### src/dcpb_defines.vh
// Purpose: constants for the sample-clock bring-up controller
// Assumes: device register map reached over 3-wire spi, 15-bit address
// Notes: How it works list below
//
// How it works
// output divider code n divides by n+1
// feedback divider equals rate times m over 8ref
// keep predivider and post-divide upper bits default
// predivider field holds divide value minus one
// phase-detector frequency between 25 and 770 MHz
// near 10 GHz VCO, pfd at most 225 MHz
// third-rate select divides VCO by three
// half-rate select divides VCO by two
// never set half and third select together
// reset VCO 0x02 then 0x00, wait 100 ms
// read pll lock bit zero before continuing
// pulse dll update 0x00, 0x01, 0x00
// search mode 0x48 below 4.5 GHz, else 0x68
// rewrite search mode with lowest bit set
// enable dll status readout with 0x01
// confirm dll lock bit zero before calibration
// calibration writes 0x2a and 0x82 settings
// 0x68 control, wait 1 ms, 0x83, 0x03
// lock bits stay zero until stable lock
`ifndef DCPB_DEFINES_VH
`define DCPB_DEFINES_VH
`define DCPB_REG_CAL_SET_A 15'h0050
`define DCPB_REG_CAL_SET_B 15'h0051
`define DCPB_REG_CAL_CTL_A 15'h0061
`define DCPB_REG_CAL_CTL_B 15'h0081
`define DCPB_REG_VCO_POST 15'h0094
`define DCPB_REG_DLINE_PWR 15'h00c0
`define DCPB_REG_DLL_SEARCH 15'h00c1
`define DCPB_REG_DLL_STAT 15'h00c3
`define DCPB_REG_DLL_STAT_EN 15'h00c7
`define DCPB_REG_DLL_UPDATE 15'h00db
`define DCPB_REG_VCO_RESET 15'h0792
`define DCPB_REG_PREDIV 15'h0793
`define DCPB_REG_FB_DIV 15'h0799
`define DCPB_REG_PLL_STAT 15'h07b5
`define DCPB_PREDIV_UPPER 6'h06
`define DCPB_POST_UPPER 6'h00
`define DCPB_VCO_RST_ON 8'h02
`define DCPB_ZERO 8'h00
`define DCPB_ONE 8'h01
`define DCPB_SEARCH_LO 8'h48
`define DCPB_SEARCH_HI 8'h68
`define DCPB_CAL_A_VAL 8'h2a
`define DCPB_CAL_CTL_A_VAL 8'h68
`define DCPB_CAL_B_VAL 8'h82
`define DCPB_CAL_B_FINAL 8'h83
`define DCPB_CAL_CTL_B_VAL 8'h03
`define DCPB_LOCK_BIT 0
`define DCPB_CLK_HZ 40000000
`define DCPB_PLL_WAIT_MS 100
`define DCPB_CAL_WAIT_MS 1
`define DCPB_PLL_WAIT_CYC (`DCPB_CLK_HZ / 1000 * `DCPB_PLL_WAIT_MS)
`define DCPB_CAL_WAIT_CYC (`DCPB_CLK_HZ / 1000 * `DCPB_CAL_WAIT_MS)
`define DCPB_SCLK_HALF 4
`define DCPB_POLL_MAX 16
`endif

### src/dcpb_ctrl.v
// Purpose: host sequencer for pll, dll and calibration bring-up of the sample clock
// Assumes: earlier power-up writes done; the device keeps lock bits honest
// Notes: go starts; busy, done and fail report; lock polled up to a limit
`timescale 1ns/100ps
`include "dcpb_defines.vh"
module dcpb_ctrl #(
   parameter PLL_WAIT = `DCPB_PLL_WAIT_CYC,
   parameter CAL_WAIT = `DCPB_CAL_WAIT_CYC,
   parameter POLL_MAX = `DCPB_POLL_MAX
) (
   input wire ref_clk,
   input wire rst_b,
   input wire clk_en,
   input wire go,
   input wire [1:0] obs_div_code,
   input wire [5:0] fb_div,
   input wire [1:0] prediv_code,
   input wire vco_third_rate_select,
   input wire vco_half_rate_select,
   input wire rate_high,
   output reg busy,
   output reg done,
   output reg fail,
   output reg [3:0] fail_step,
   output wire spi_sclk,
   output wire spi_cs_b,
   output wire spi_sdio_o,
   output wire spi_sdio_oe_b,
   input wire spi_sdio_i
);
   localparam N = 21;
   localparam S_IDLE = 4'h0;
   localparam S_ISSUE = 4'h1;
   localparam S_XFER = 4'h2;
   localparam S_WAIT = 4'h3;
   localparam S_END = 4'h4;
   // one-hot phase state
   localparam [4:0] P_IDLE = 5'b00001;
   localparam [4:0] P_ISSUE = 5'b00010;
   localparam [4:0] P_XFER = 5'b00100;
   localparam [4:0] P_WAIT = 5'b01000;
   localparam [4:0] P_END = 5'b10000;
   reg [4:0] state;
   reg [4:0] step;
   reg [7:0] polls;
   reg [1:0] obs_q, pre_q;
   reg [5:0] fb_q;
   reg third_q, half_q, high_q;
   reg sp_start;
   reg tm_load;
   reg [22:0] tm_count;
   wire sp_done;
   wire tm_exp;
   wire [7:0] sp_rdata;
   reg stp_rd;
   reg [14:0] stp_addr;
   reg [7:0] stp_data;
   reg [1:0] stp_wait;
   // step table: write, read-check, or write then wait
   always @* begin
      stp_rd = 1'b0;
      stp_wait = 2'd0;
      stp_addr = 15'h0000;
      stp_data = `DCPB_ZERO;
      case (step)
         5'd0: begin
            stp_addr = `DCPB_REG_FB_DIV;
            stp_data = {obs_q, fb_q};
         end
         5'd1: begin
            stp_addr = `DCPB_REG_PREDIV;
            stp_data = {`DCPB_PREDIV_UPPER, pre_q};
         end
         5'd2: begin
            stp_addr = `DCPB_REG_VCO_POST;
            stp_data = {`DCPB_POST_UPPER, third_q, half_q};
         end
         5'd3: begin
            stp_addr = `DCPB_REG_VCO_RESET;
            stp_data = `DCPB_VCO_RST_ON;
         end
         5'd4: begin
            stp_addr = `DCPB_REG_VCO_RESET;
            stp_wait = 2'd1;
         end
         5'd5: begin
            stp_addr = `DCPB_REG_PLL_STAT;
            stp_rd = 1'b1;
         end
         5'd6: stp_addr = `DCPB_REG_DLINE_PWR;
         5'd7: stp_addr = `DCPB_REG_DLL_UPDATE;
         5'd8: begin
            stp_addr = `DCPB_REG_DLL_UPDATE;
            stp_data = `DCPB_ONE;
         end
         5'd9: stp_addr = `DCPB_REG_DLL_UPDATE;
         5'd10: begin
            stp_addr = `DCPB_REG_DLL_SEARCH;
            stp_data = high_q ? `DCPB_SEARCH_HI : `DCPB_SEARCH_LO;
         end
         5'd11: begin
            stp_addr = `DCPB_REG_DLL_SEARCH;
            stp_data = (high_q ? `DCPB_SEARCH_HI : `DCPB_SEARCH_LO) | `DCPB_ONE;
         end
         5'd12: begin
            stp_addr = `DCPB_REG_DLL_STAT_EN;
            stp_data = `DCPB_ONE;
         end
         5'd13: begin
            stp_addr = `DCPB_REG_DLL_STAT;
            stp_rd = 1'b1;
         end
         5'd14: begin
            stp_addr = `DCPB_REG_CAL_SET_A;
            stp_data = `DCPB_CAL_A_VAL;
         end
         5'd15: begin
            stp_addr = `DCPB_REG_CAL_CTL_A;
            stp_data = `DCPB_CAL_CTL_A_VAL;
         end
         5'd16: begin
            stp_addr = `DCPB_REG_CAL_SET_B;
            stp_data = `DCPB_CAL_B_VAL;
            stp_wait = 2'd2;
         end
         5'd17: begin
            stp_addr = `DCPB_REG_CAL_SET_B;
            stp_data = `DCPB_CAL_B_FINAL;
         end
         5'd18: begin
            stp_addr = `DCPB_REG_CAL_CTL_B;
            stp_data = `DCPB_CAL_CTL_B_VAL;
         end
         default: stp_addr = 15'h0000;
      endcase
   end
   localparam [4:0] LAST = 5'd18;
   always @(posedge ref_clk or negedge rst_b) begin
      if (!rst_b) begin
         state <= P_IDLE;
         step <= 5'd0;
         polls <= 8'h00;
         obs_q <= 2'b00;
         pre_q <= 2'b00;
         fb_q <= 6'h00;
         third_q <= 1'b0;
         half_q <= 1'b0;
         high_q <= 1'b0;
         sp_start <= 1'b0;
         tm_load <= 1'b0;
         tm_count <= 23'h000000;
         busy <= 1'b0;
         done <= 1'b0;
         fail <= 1'b0;
         fail_step <= 4'h0;
      end else if (clk_en) begin
         sp_start <= 1'b0;
         tm_load <= 1'b0;
         case (state)
            P_IDLE: begin
               if (go) begin
                  obs_q <= obs_div_code;
                  // user picks the code that keeps the pfd in range
                  pre_q <= prediv_code;
                  fb_q <= fb_div;
                  // both selects together is illegal; third-rate wins
                  third_q <= vco_third_rate_select;
                  half_q <= vco_half_rate_select & ~vco_third_rate_select;
                  high_q <= rate_high;
                  step <= 5'd0;
                  polls <= 8'h00;
                  busy <= 1'b1;
                  done <= 1'b0;
                  fail <= 1'b0;
                  fail_step <= 4'h0;
                  state <= P_ISSUE;
               end
            end
            P_ISSUE: begin
               sp_start <= 1'b1;
               state <= P_XFER;
            end
            P_XFER: begin
               if (sp_done) begin
                  if (stp_rd && !sp_rdata[`DCPB_LOCK_BIT]) begin

                     if (polls == POLL_MAX[7:0] - 8'h01) begin
                        fail <= 1'b1;
                        fail_step <= step[3:0];
                        busy <= 1'b0;
                        state <= P_END;
                     end else begin
                        polls <= polls + 8'h01;
                        state <= P_ISSUE;
                     end
                  end else if (stp_wait != 2'd0) begin
                     tm_load <= 1'b1;
                     tm_count <= (stp_wait == 2'd1) ? PLL_WAIT[22:0] : CAL_WAIT[22:0];
                     state <= P_WAIT;
                  end else if (step == LAST) begin
                     busy <= 1'b0;
                     done <= 1'b1;
                     state <= P_END;
                  end else begin
                     step <= step + 5'd1;
                     polls <= 8'h00;
                     state <= P_ISSUE;
                  end
               end
            end
            P_WAIT: begin
               if (tm_exp) begin
                  step <= step + 5'd1;
                  polls <= 8'h00;
                  state <= P_ISSUE;
               end
            end
            P_END: begin
               if (go) begin
                  done <= 1'b0;
                  fail <= 1'b0;
                  state <= P_IDLE;
               end
            end
            default: state <= P_IDLE;
         endcase
      end
   end
   dcpb_spi u_spi (
      .ref_clk(ref_clk),
      .rst_b(rst_b),
      .clk_en(clk_en),
      .start(sp_start),
      .rd(stp_rd),
      .addr(stp_addr),
      .wdata(stp_data),
      .done(sp_done),
      .rdata(sp_rdata),
      .spi_sclk(spi_sclk),
      .spi_cs_b(spi_cs_b),
      .spi_sdio_o(spi_sdio_o),
      .spi_sdio_oe_b(spi_sdio_oe_b),
      .spi_sdio_i(spi_sdio_i)
   );
   dcpb_timer #(.W(23)) u_tmr (
      .ref_clk(ref_clk),
      .rst_b(rst_b),
      .clk_en(clk_en),
      .load(tm_load),
      .count(tm_count),
      .expired(tm_exp)
   );
endmodule // dcpb_ctrl

### src/dcpb_spi.v
// Purpose: one 24-bit serial register access (r/w bit, 15-bit address, 8 data)
// Assumes: mode 0, msb first, 3-wire shared data pin
// Notes: data pin split into input, output and active-low enable
`timescale 1ns/100ps
`include "dcpb_defines.vh"
module dcpb_spi #(
   parameter HALF = `DCPB_SCLK_HALF
) (
   input wire ref_clk,
   input wire rst_b,
   input wire clk_en,
   input wire start,
   input wire rd,
   input wire [14:0] addr,
   input wire [7:0] wdata,
   output reg done,
   output reg [7:0] rdata,
   output reg spi_sclk,
   output reg spi_cs_b,
   output reg spi_sdio_o,
   output reg spi_sdio_oe_b,
   input wire spi_sdio_i
);
   reg [23:0] shreg;
   reg [4:0] bitn;
   reg [7:0] hcnt;
   reg busy;
   reg rd_q;
   reg s1, s2;
   always @(posedge ref_clk or negedge rst_b) begin
      if (!rst_b) begin
         shreg <= 24'h000000;
         bitn <= 5'h00;
         hcnt <= 8'h00;
         busy <= 1'b0;
         rd_q <= 1'b0;
         done <= 1'b0;
         rdata <= 8'h00;
         spi_sclk <= 1'b0;
         spi_cs_b <= 1'b1;
         spi_sdio_o <= 1'b0;
         spi_sdio_oe_b <= 1'b1;
         s1 <= 1'b0;
         s2 <= 1'b0;
      end else if (clk_en) begin
         s1 <= spi_sdio_i;
         s2 <= s1;
         done <= 1'b0;
         if (!busy) begin
            if (start) begin
               busy <= 1'b1;
               rd_q <= rd;
               shreg <= {rd, addr, wdata};
               spi_sdio_o <= rd;
               spi_sdio_oe_b <= 1'b0;
               spi_cs_b <= 1'b0;
               bitn <= 5'h00;
               hcnt <= 8'h00;
            end
         end else if (hcnt != HALF[7:0] - 8'h01) begin
            hcnt <= hcnt + 8'h01;
         end else begin
            hcnt <= 8'h00;
            if (!spi_sclk) begin
               spi_sclk <= 1'b1;
               // sample at the sclk rise via synchronised input, which holds the pin from two ref_clk cycles before the rise
               if (bitn >= 5'h10)
                  rdata <= {rdata[6:0], s2};
            end else begin
               spi_sclk <= 1'b0;
               if (bitn == 5'h17) begin
                  busy <= 1'b0;
                  spi_cs_b <= 1'b1;
                  spi_sdio_oe_b <= 1'b1;
                  done <= 1'b1;
               end else begin
                  bitn <= bitn + 5'h01;
                  shreg <= {shreg[22:0], 1'b0};
                  spi_sdio_o <= shreg[22];
                  // turn the pin around for read data
                  if (rd_q && bitn == 5'h0f)
                     spi_sdio_oe_b <= 1'b1;
               end
            end
         end
      end
   end
endmodule // dcpb_spi

### src/dcpb_timer.v
// Purpose: millisecond wait counter
// Assumes: load pulses restart it
// Notes: expired is a one-cycle pulse
`timescale 1ns/100ps
module dcpb_timer #(
   parameter W = 23
) (
   input wire ref_clk,
   input wire rst_b,
   input wire clk_en,
   input wire load,
   input wire [W-1:0] count,
   output reg expired
);
   reg [W-1:0] cnt;
   reg run;
   always @(posedge ref_clk or negedge rst_b) begin
      if (!rst_b) begin
         cnt <= {W{1'b0}};
         run <= 1'b0;
         expired <= 1'b0;
      end else if (clk_en) begin
         expired <= 1'b0;
         if (load) begin
            cnt <= count;
            run <= 1'b1;
         end else if (run) begin
            if (cnt <= {{(W-1){1'b0}}, 1'b1}) begin
               run <= 1'b0;
               expired <= 1'b1;
            end else
               cnt <= cnt - {{(W-1){1'b0}}, 1'b1};
         end
      end
   end
endmodule // dcpb_timer

### config.mk
export PLATFORM = sky130hd
export DESIGN_NAME = dcpb_ctrl
export DESIGN_NICKNAME = d
export VERILOG_FILES = /design/src/dcpb_ctrl.v /design/src/dcpb_spi.v /design/src/dcpb_timer.v
export VERILOG_INCLUDE_DIRS = /design/src
export SDC_FILE = /design/constraint.sdc
export NUM_CORES = 1
export LEC_CHECK = 0
export BUFFER_PORTS_ARGS = -buffer_cell sky130_fd_sc_hd__buf_2
export CAP_MARGIN = 25
export CORE_MARGIN = 8
export CORE_UTILIZATION = 60
export CTS_BUF_LIST = sky130_fd_sc_hd__clkbuf_16
export CTS_CLUSTER_DIAMETER = 120
export DETAILED_ROUTE_END_ITERATION = 12
export PLACE_DENSITY = 0.79
export SLEW_MARGIN = 15
export SYNTH_ARGS = -nofsm -noshare
export SYNTH_HDL_FRONTEND = slang
export SYNTH_SLANG_ARGS = --single-unit
### constraint.sdc
create_clock -name ref_clk -period 3 [get_ports ref_clk]
set_input_delay 0.45 -clock ref_clk [delete_from_list [all_inputs] [get_ports ref_clk]]
set_output_delay 0.45 -clock ref_clk [all_outputs]
set_load 0.01 [all_outputs]
Yosys cells after proc, flatten, opt, wreduce, memory -nomap -nowiden
Index checks and enable logic that the tools add are counted.
Widths: inputs -> output; s select.
- add/sub/neg operators: 5
- multiply operators: 0
- eq/ne operators: 50
- bitwise operators: 6
- shift-type cells: 0
- mux-type cells: 104
- reduce and logical (&&, ||, !) cells: 34
- divide/modulo/power cells: 0
- $lt $le $gt $ge: 2
- operators with widths (kind ; count):
    $mux 23 ; 8
    $pmux 11 s14 ; 1
    $pmux 8 s12 ; 1
    $mux 5 ; 19
    $mux 8 ; 10
    $mux 1 ; 51
    $eq 5x4->1 const B ; 10
    $reduce_and 5->1 ; 6
    $eq 5x3->1 const B ; 5
    $eq 5x5->1 const B ; 5
    $pmux 5 s5 ; 1
    $ne 2x2->1 const B ; 12
    $pmux 8 s3 ; 1
    $le 23x1->1 const B ; 1
    $sub 23x1->23 const B ; 1
    $mux 22 ; 1
    $ne 3x3->1 const B ; 6
    $add 8x1->8 const B ; 2
    $mux 4 ; 4
    $reduce_and 8->1 ; 2
    $eq 5x2->1 const B ; 3
    $pmux 5 s3 ; 1
    $reduce_and 7->1 ; 2
    $reduce_and 3->1 ; 4
    other kinds (22) ; 44
- RAM bits: 0
- output and inout bits: 11
- memories: 0
- word-level logic and storage cells: 233
- bits in read-only memories: 0
- register bits after elaboration: 134
- input port bits: 18
- latch bits: 0

Logic depth before layout (Yosys ltp)
- depth in word-level cells: 7
- mapped depth: 10
- depth with buffers taken out: 8

Modules after synthesis
A second synthesis with hierarchy kept.
- cells, all modules: 685
- area total of the unflattened synthesis: 6942.9 um^2
- modules (own cells, without submodules) (module ; instances ; sequential area each (um^2) ; cells each ; area an instance (um^2)):
    dcpb_spi ; 1 ; 1328.8 ; 203 ; 2670.1
    dcpb_ctrl ; 1 ; 1077.3 ; 294 ; 2647.5
    dcpb_timer ; 1 ; 625.6 ; 188 ; 1625.3

Worst setup path after synthesis
Ideal clock, no wire load.
- kind: register -> register
- from: reg u_tmr.cnt[0]
- to: reg u_tmr.cnt[12]
- library setup time: 0.129 ns
- slack: 0.822 ns
- arrival: 2.050 ns
- path buffers: 0
- clock period less this slack: 2.178 ns
- required time: 2.871 ns
- cell stages (with the launch flop): 8
- cell sequence: dfrtp_1 inv_1 ha_1 or4b_1 or4_1 a211oi_2 mux2i_1 nand3_1
- word-level cells in the longest chain between the ends: 4
- elaborated cells on any way between the ends: 7
- classes of those cells: add/sub (1); order compare (1); eq/ne (1); mux (3); reduce/logical (1)
- RTL lines (element ; line ; RTL):
    start, declared ; dcpb_timer.v:15 ; reg [W-1:0] cnt;
    start signal, assigned ; dcpb_timer.v:19 ; cnt <= {W{1'b0}};
    start signal, assigned ; dcpb_timer.v:25 ; cnt <= count;
    start signal, assigned ; dcpb_timer.v:32 ; cnt <= cnt - {{(W-1){1'b0}}, 1'b1};
    $sub 23x1->23 ; dcpb_timer.v:32 ;
    $mux 23 ; dcpb_timer.v:28 ; if (cnt <= {{(W-1){1'b0}}, 1'b1}) begin
    $mux 23 ; dcpb_timer.v:27 ; end else if (run) begin
    $mux 23 ; dcpb_timer.v:24 ; if (load) begin
Parallel ways exist; a longest one is shown, timed or not. The select of a mux whose other input is x is not followed.
A chain may end at the register's enable or synchronous reset.

Worst setup path in the final report
- from: reg step[0]
- to: reg u_spi.shreg[4]
- word-level cells in the longest chain between the ends: 5
- elaborated cells on any way between the ends: 17
- classes of those cells: eq/ne (12); mux (3); reduce/logical (2)
- RTL lines (element ; line ; RTL):
    start, declared ; dcpb_ctrl.v:44 ; reg [4:0] step;
    start signal, assigned ; dcpb_ctrl.v:205 ; step <= step + 5'd1;
    start signal, assigned ; dcpb_ctrl.v:213 ; step <= step + 5'd1;
    $eq 5x4->1 ; dcpb_ctrl.v:65 ; case (step)
    $reduce_or 2->1 (no source line) ; n/a ;
    $pmux 8 s12 * ; dcpb_ctrl.v:65 ;
    $mux 23 * ; dcpb_spi.v:50 ; if (start) begin
    $mux 23 * ; dcpb_spi.v:49 ; if (!busy) begin
    end signal, assigned ; dcpb_spi.v:53 ; shreg <= {rd, addr, wdata};
    end signal, assigned ; dcpb_spi.v:78 ; shreg <= {shreg[22:0], 1'b0};
    end, declared ; dcpb_spi.v:24 ; reg [23:0] shreg;
Every way passes the cells marked *; elsewhere a longest branch is shown, timed or not. The select of a mux whose other input is x is not followed.

==> impl_metrics.py <==
metrics = {
    "grt": {
        "track_usage_pct": 23.3,
        "grt_pass1_wl_mm": 27.2,
        "grt_pass1_vias": 5528,
        "grt_overflow": 0,
        "grt_max_degree": 115,
        "antenna_found_initial": 0,
    },
    "place": {
        "port_buffers": 28,
        "gp_congestion": 0.947,
        "dp_hpwl_mm": 10.4,
    },
    "logic_synthesis": {
        "synthDistinctLibCells": 86,
        "synth.largest_area_cell": "dfrtp_1",
        "synth_nets": 709,
        "ys_ff_latch": 114,
        "synth.top_cell.area_share_pct": 43.2,
        "synthFlopType": "dfrtp_1",
        "synth_top_family_by_area": "simple AND/OR/NAND/NOR gates",
        "synthSimpleGateAreaFrac_pct": 22.7,
        "synth.area.mux_share_pct": 6.11,
        "yosysWarnings": 0,
        "syn-instance-count": 680,
        "synth.area.top_cells": "dfrtp_1 43%, nand2_1 4.6%, mux2_2 3.9%",
        "synthAdderAreaFrac_pct": 2.14,
        "synthXorXnorAreaFrac_pct": 1.23,
        "avgSynthCellArea_um2": 9.45,
        "syn_area_mm2": 0.00642,
        "ys_seq_area_share_pct": 44.5,
        "synth-edff-count": 0,
        "synth_compound_area_share_pct": 19.3,
        "synthArstFlopShare_pct": 100,
    },
    "finish": {
        "fin_nets": 726,
        "syn_to_final_growth_pct": 12.3,
        "drive_gt1_share_pct": 16.1,
        "fillers": 800,
        "antenna_cells": 0,
    },
    "clock_network": {
        "clkSinkCount": 114,
        "clock-root-buffer": "clkbuf_16",
        "postCtsSetupBuffers": 0,
        "cts_resized": 0,
        "clk_path_buf_depth": 2,
        "worstSkewPairLatency_ns": 0.42,
        "cts.reportedPaths.clkPinSlew_ns": 0.05,
        "cts_tree": "built",
        "numCtsBuffers": 17,
        "htree_levels": 4,
        "ctsHoldBuffers": 0,
    },
    "sta": {
        "finalSetupViolCount": 0,
        "slew-limit-headroom_pct": 49.0,
        "fin_setup_tns_ns": 0,
        "worst_pin_slew_ns": 0.757,
        "fin_crit_sh_pct": 87.0,
        "clock_skew_ns": 0.00909,
        "rsz0062_at_grt": "false",
        "hold_viol": 0,
        "fmax_mhz": 383,
        "maxSlewViolCount": 0,
        "min_period_ns": 2.61,
    },
    "die": {
        "die-area_mm2": 0.0143,
        "core-area_mm2": 0.0104,
        "die_h_um": 119,
        "ios": 29,
        "die_w_um": 119,
        "initial_core_util_pct": 62.0,
        "placementRows": 37,
    },
    "drt": {
        "drt-initial-drc-count": 459,
        "finalWirelength_mm": 16.0,
        "first_pass_iters": 5,
        "drc": 0,
        "via_per_inst": 6.62,
        "vias": 5590,
        "antenna_left": 0,
        "avgRoutedWirePerCell_um": 19.0,
    },
    "pwr": {
        "p_leak_nw": 3.12,
        "power.total_mw": 5.40,
        "worst_ir_drop_vdd_mv": 0.579,
        "p_per_area_mw_per_mm2": 749,
    },
    "worst_setup_path": {
        "required_ns": 3.36,
        "critical_path_arrival_ns": 2.97,
        "cp-end-kind": "flip-flop",
        "worstSetupPathType": "reg2reg",
        "crit_path_max_fanout": 17,
        "reg2reg_depth": 7,
        "crit_path_start_kind": "flip-flop",
    },
    "run": {
        "maxCapViolations": 0,
    },
    "run_status": {
        "outcome": "completed",
    },
    "worst_hold_path": {
        "hold_class": "in2async",
    },
}
[worst max-delay path, cell delays in order (launching register included)]
cell and delay, ns:
dfrtp_1 0.43, inv_1 0.12, ha_1 0.54, nand2b_1 0.20, a221oi_1 0.42, o41ai_2 0.20, or4_1 0.54, nand3_1 0.08
[through the flow]
stage	cell area (um^2)	util, %	hold WS [ns]	setup slack, ns	instances
final	7210	69.6	0.0518	0.390	844
after global routing	7210	69.6	0.156	0.228	844
after CTS	7210	69.6	0.138	0.410	844
after detailed placement	6660	64.2	0.460	0.504	814
after global placement	6660	64.2	0.461	0.647	814
after floorplan	6420	-	0.154	0.822	680
[synth_stat cells, types with 13 or more instances]
master	n
nor2b_1	13
nor3_1	19
inv_1	22
mux2_2	22
or3_1	13
o21ai_0	34
dfrtp_1	111
nor2_1	50
nand2_1	78
and3_1	17
nand3_1	26
clkbuf_1	29
a21oi_1	28
[layout by cell type (no fill, tap or decap), types with 5 or more instances in the layout]
cell	synthesis	routed
nor2_1	50	50
buf_4	1	10
or2_2	5	5
or4_1	7	7
nand2b_1	10	10
mux2i_1	10	10
a31oi_1	11	11
o22ai_1	5	5
or3_1	13	13
dfrtp_1	111	111
mux2_2	22	22
nor3_1	19	19
ha_1	11	11
nor4_1	7	7
o221ai_1	7	7
a21oi_1	28	27
nand2_1	78	78
nor2b_1	13	13
buf_2	9	27
o211ai_1	7	7
o21ai_0	34	34
xnor2_1	7	7
clkbuf_16	0	17
nor4b_1	5	5
o311ai_0	8	8
o31ai_1	7	7
and3_1	17	17
nand3_1	26	26
inv_1	22	27
[cells by family after synthesis]
group,after synthesis
AOI/OAI and AO/OA,170
muxes,35
xor gates and xnor gates,9
adders and majority gates,11
DFF,114
buffers and inverters,62
and+or+nand+nor,279
[where the power goes]
group          leakage (nW)  internal (mW)  switching [mW]  total (mW)
Clock                 0.293           1.26           0.672        1.94
Sequential             1.45           1.89           0.293        2.18
Combinational          1.37          0.553           0.729        1.28
[cell type report]
| type | instances | area, um^2 | share of cell area (%) |
|---|---|---|---|
| clock inverters | 13 | 131 | 1.82 |
| multi-input cells | 504 | 3320 | 46.0 |
| well taps | 136 | 170 | 2.36 |
| clock buffers | 17 | 425 | 5.90 |
| flip-flops and latches | 114 | 2860 | 39.6 |
| repair buffers | 38 | 230 | 3.19 |
| inverters | 22 | 82.6 | 1.14 |
[state kept, by name (all words and copies together), names as in the netlist, 4 cells and up]
name / flops
fail_step: 4
fb_q: 6
polls: 8
state: 5
step: 5
u_spi.bitn: 5
u_spi.hcnt: 8
u_spi.shreg: 23
u_tmr.cnt: 23
[metal layers]
metal	GRT usage, %	vias to the layer above	part of all wire, %
met5	0	-	0
met4	12.9	0	3.1
met3	5.90	47	6.7
met2	36.5	254	47
met1	28.9	2730	43
li1	-	2559	-
[worst paths after layout]
path	end	slack, ns	start
max reg2reg	u_spi.shreg[4]	0.39	step[0]
min in group ref_clk	high_q	0.27	rate_high
max in group asynchronous	u_tmr.cnt[11]	2.41	rst_b
min	u_tmr.cnt[0]	0.05	rst_b
min reg2reg	tm_count[11]	0.47	tm_count[11]
max	u_spi.shreg[4]	0.39	step[0]
Power figures use the tool's default switching activity.
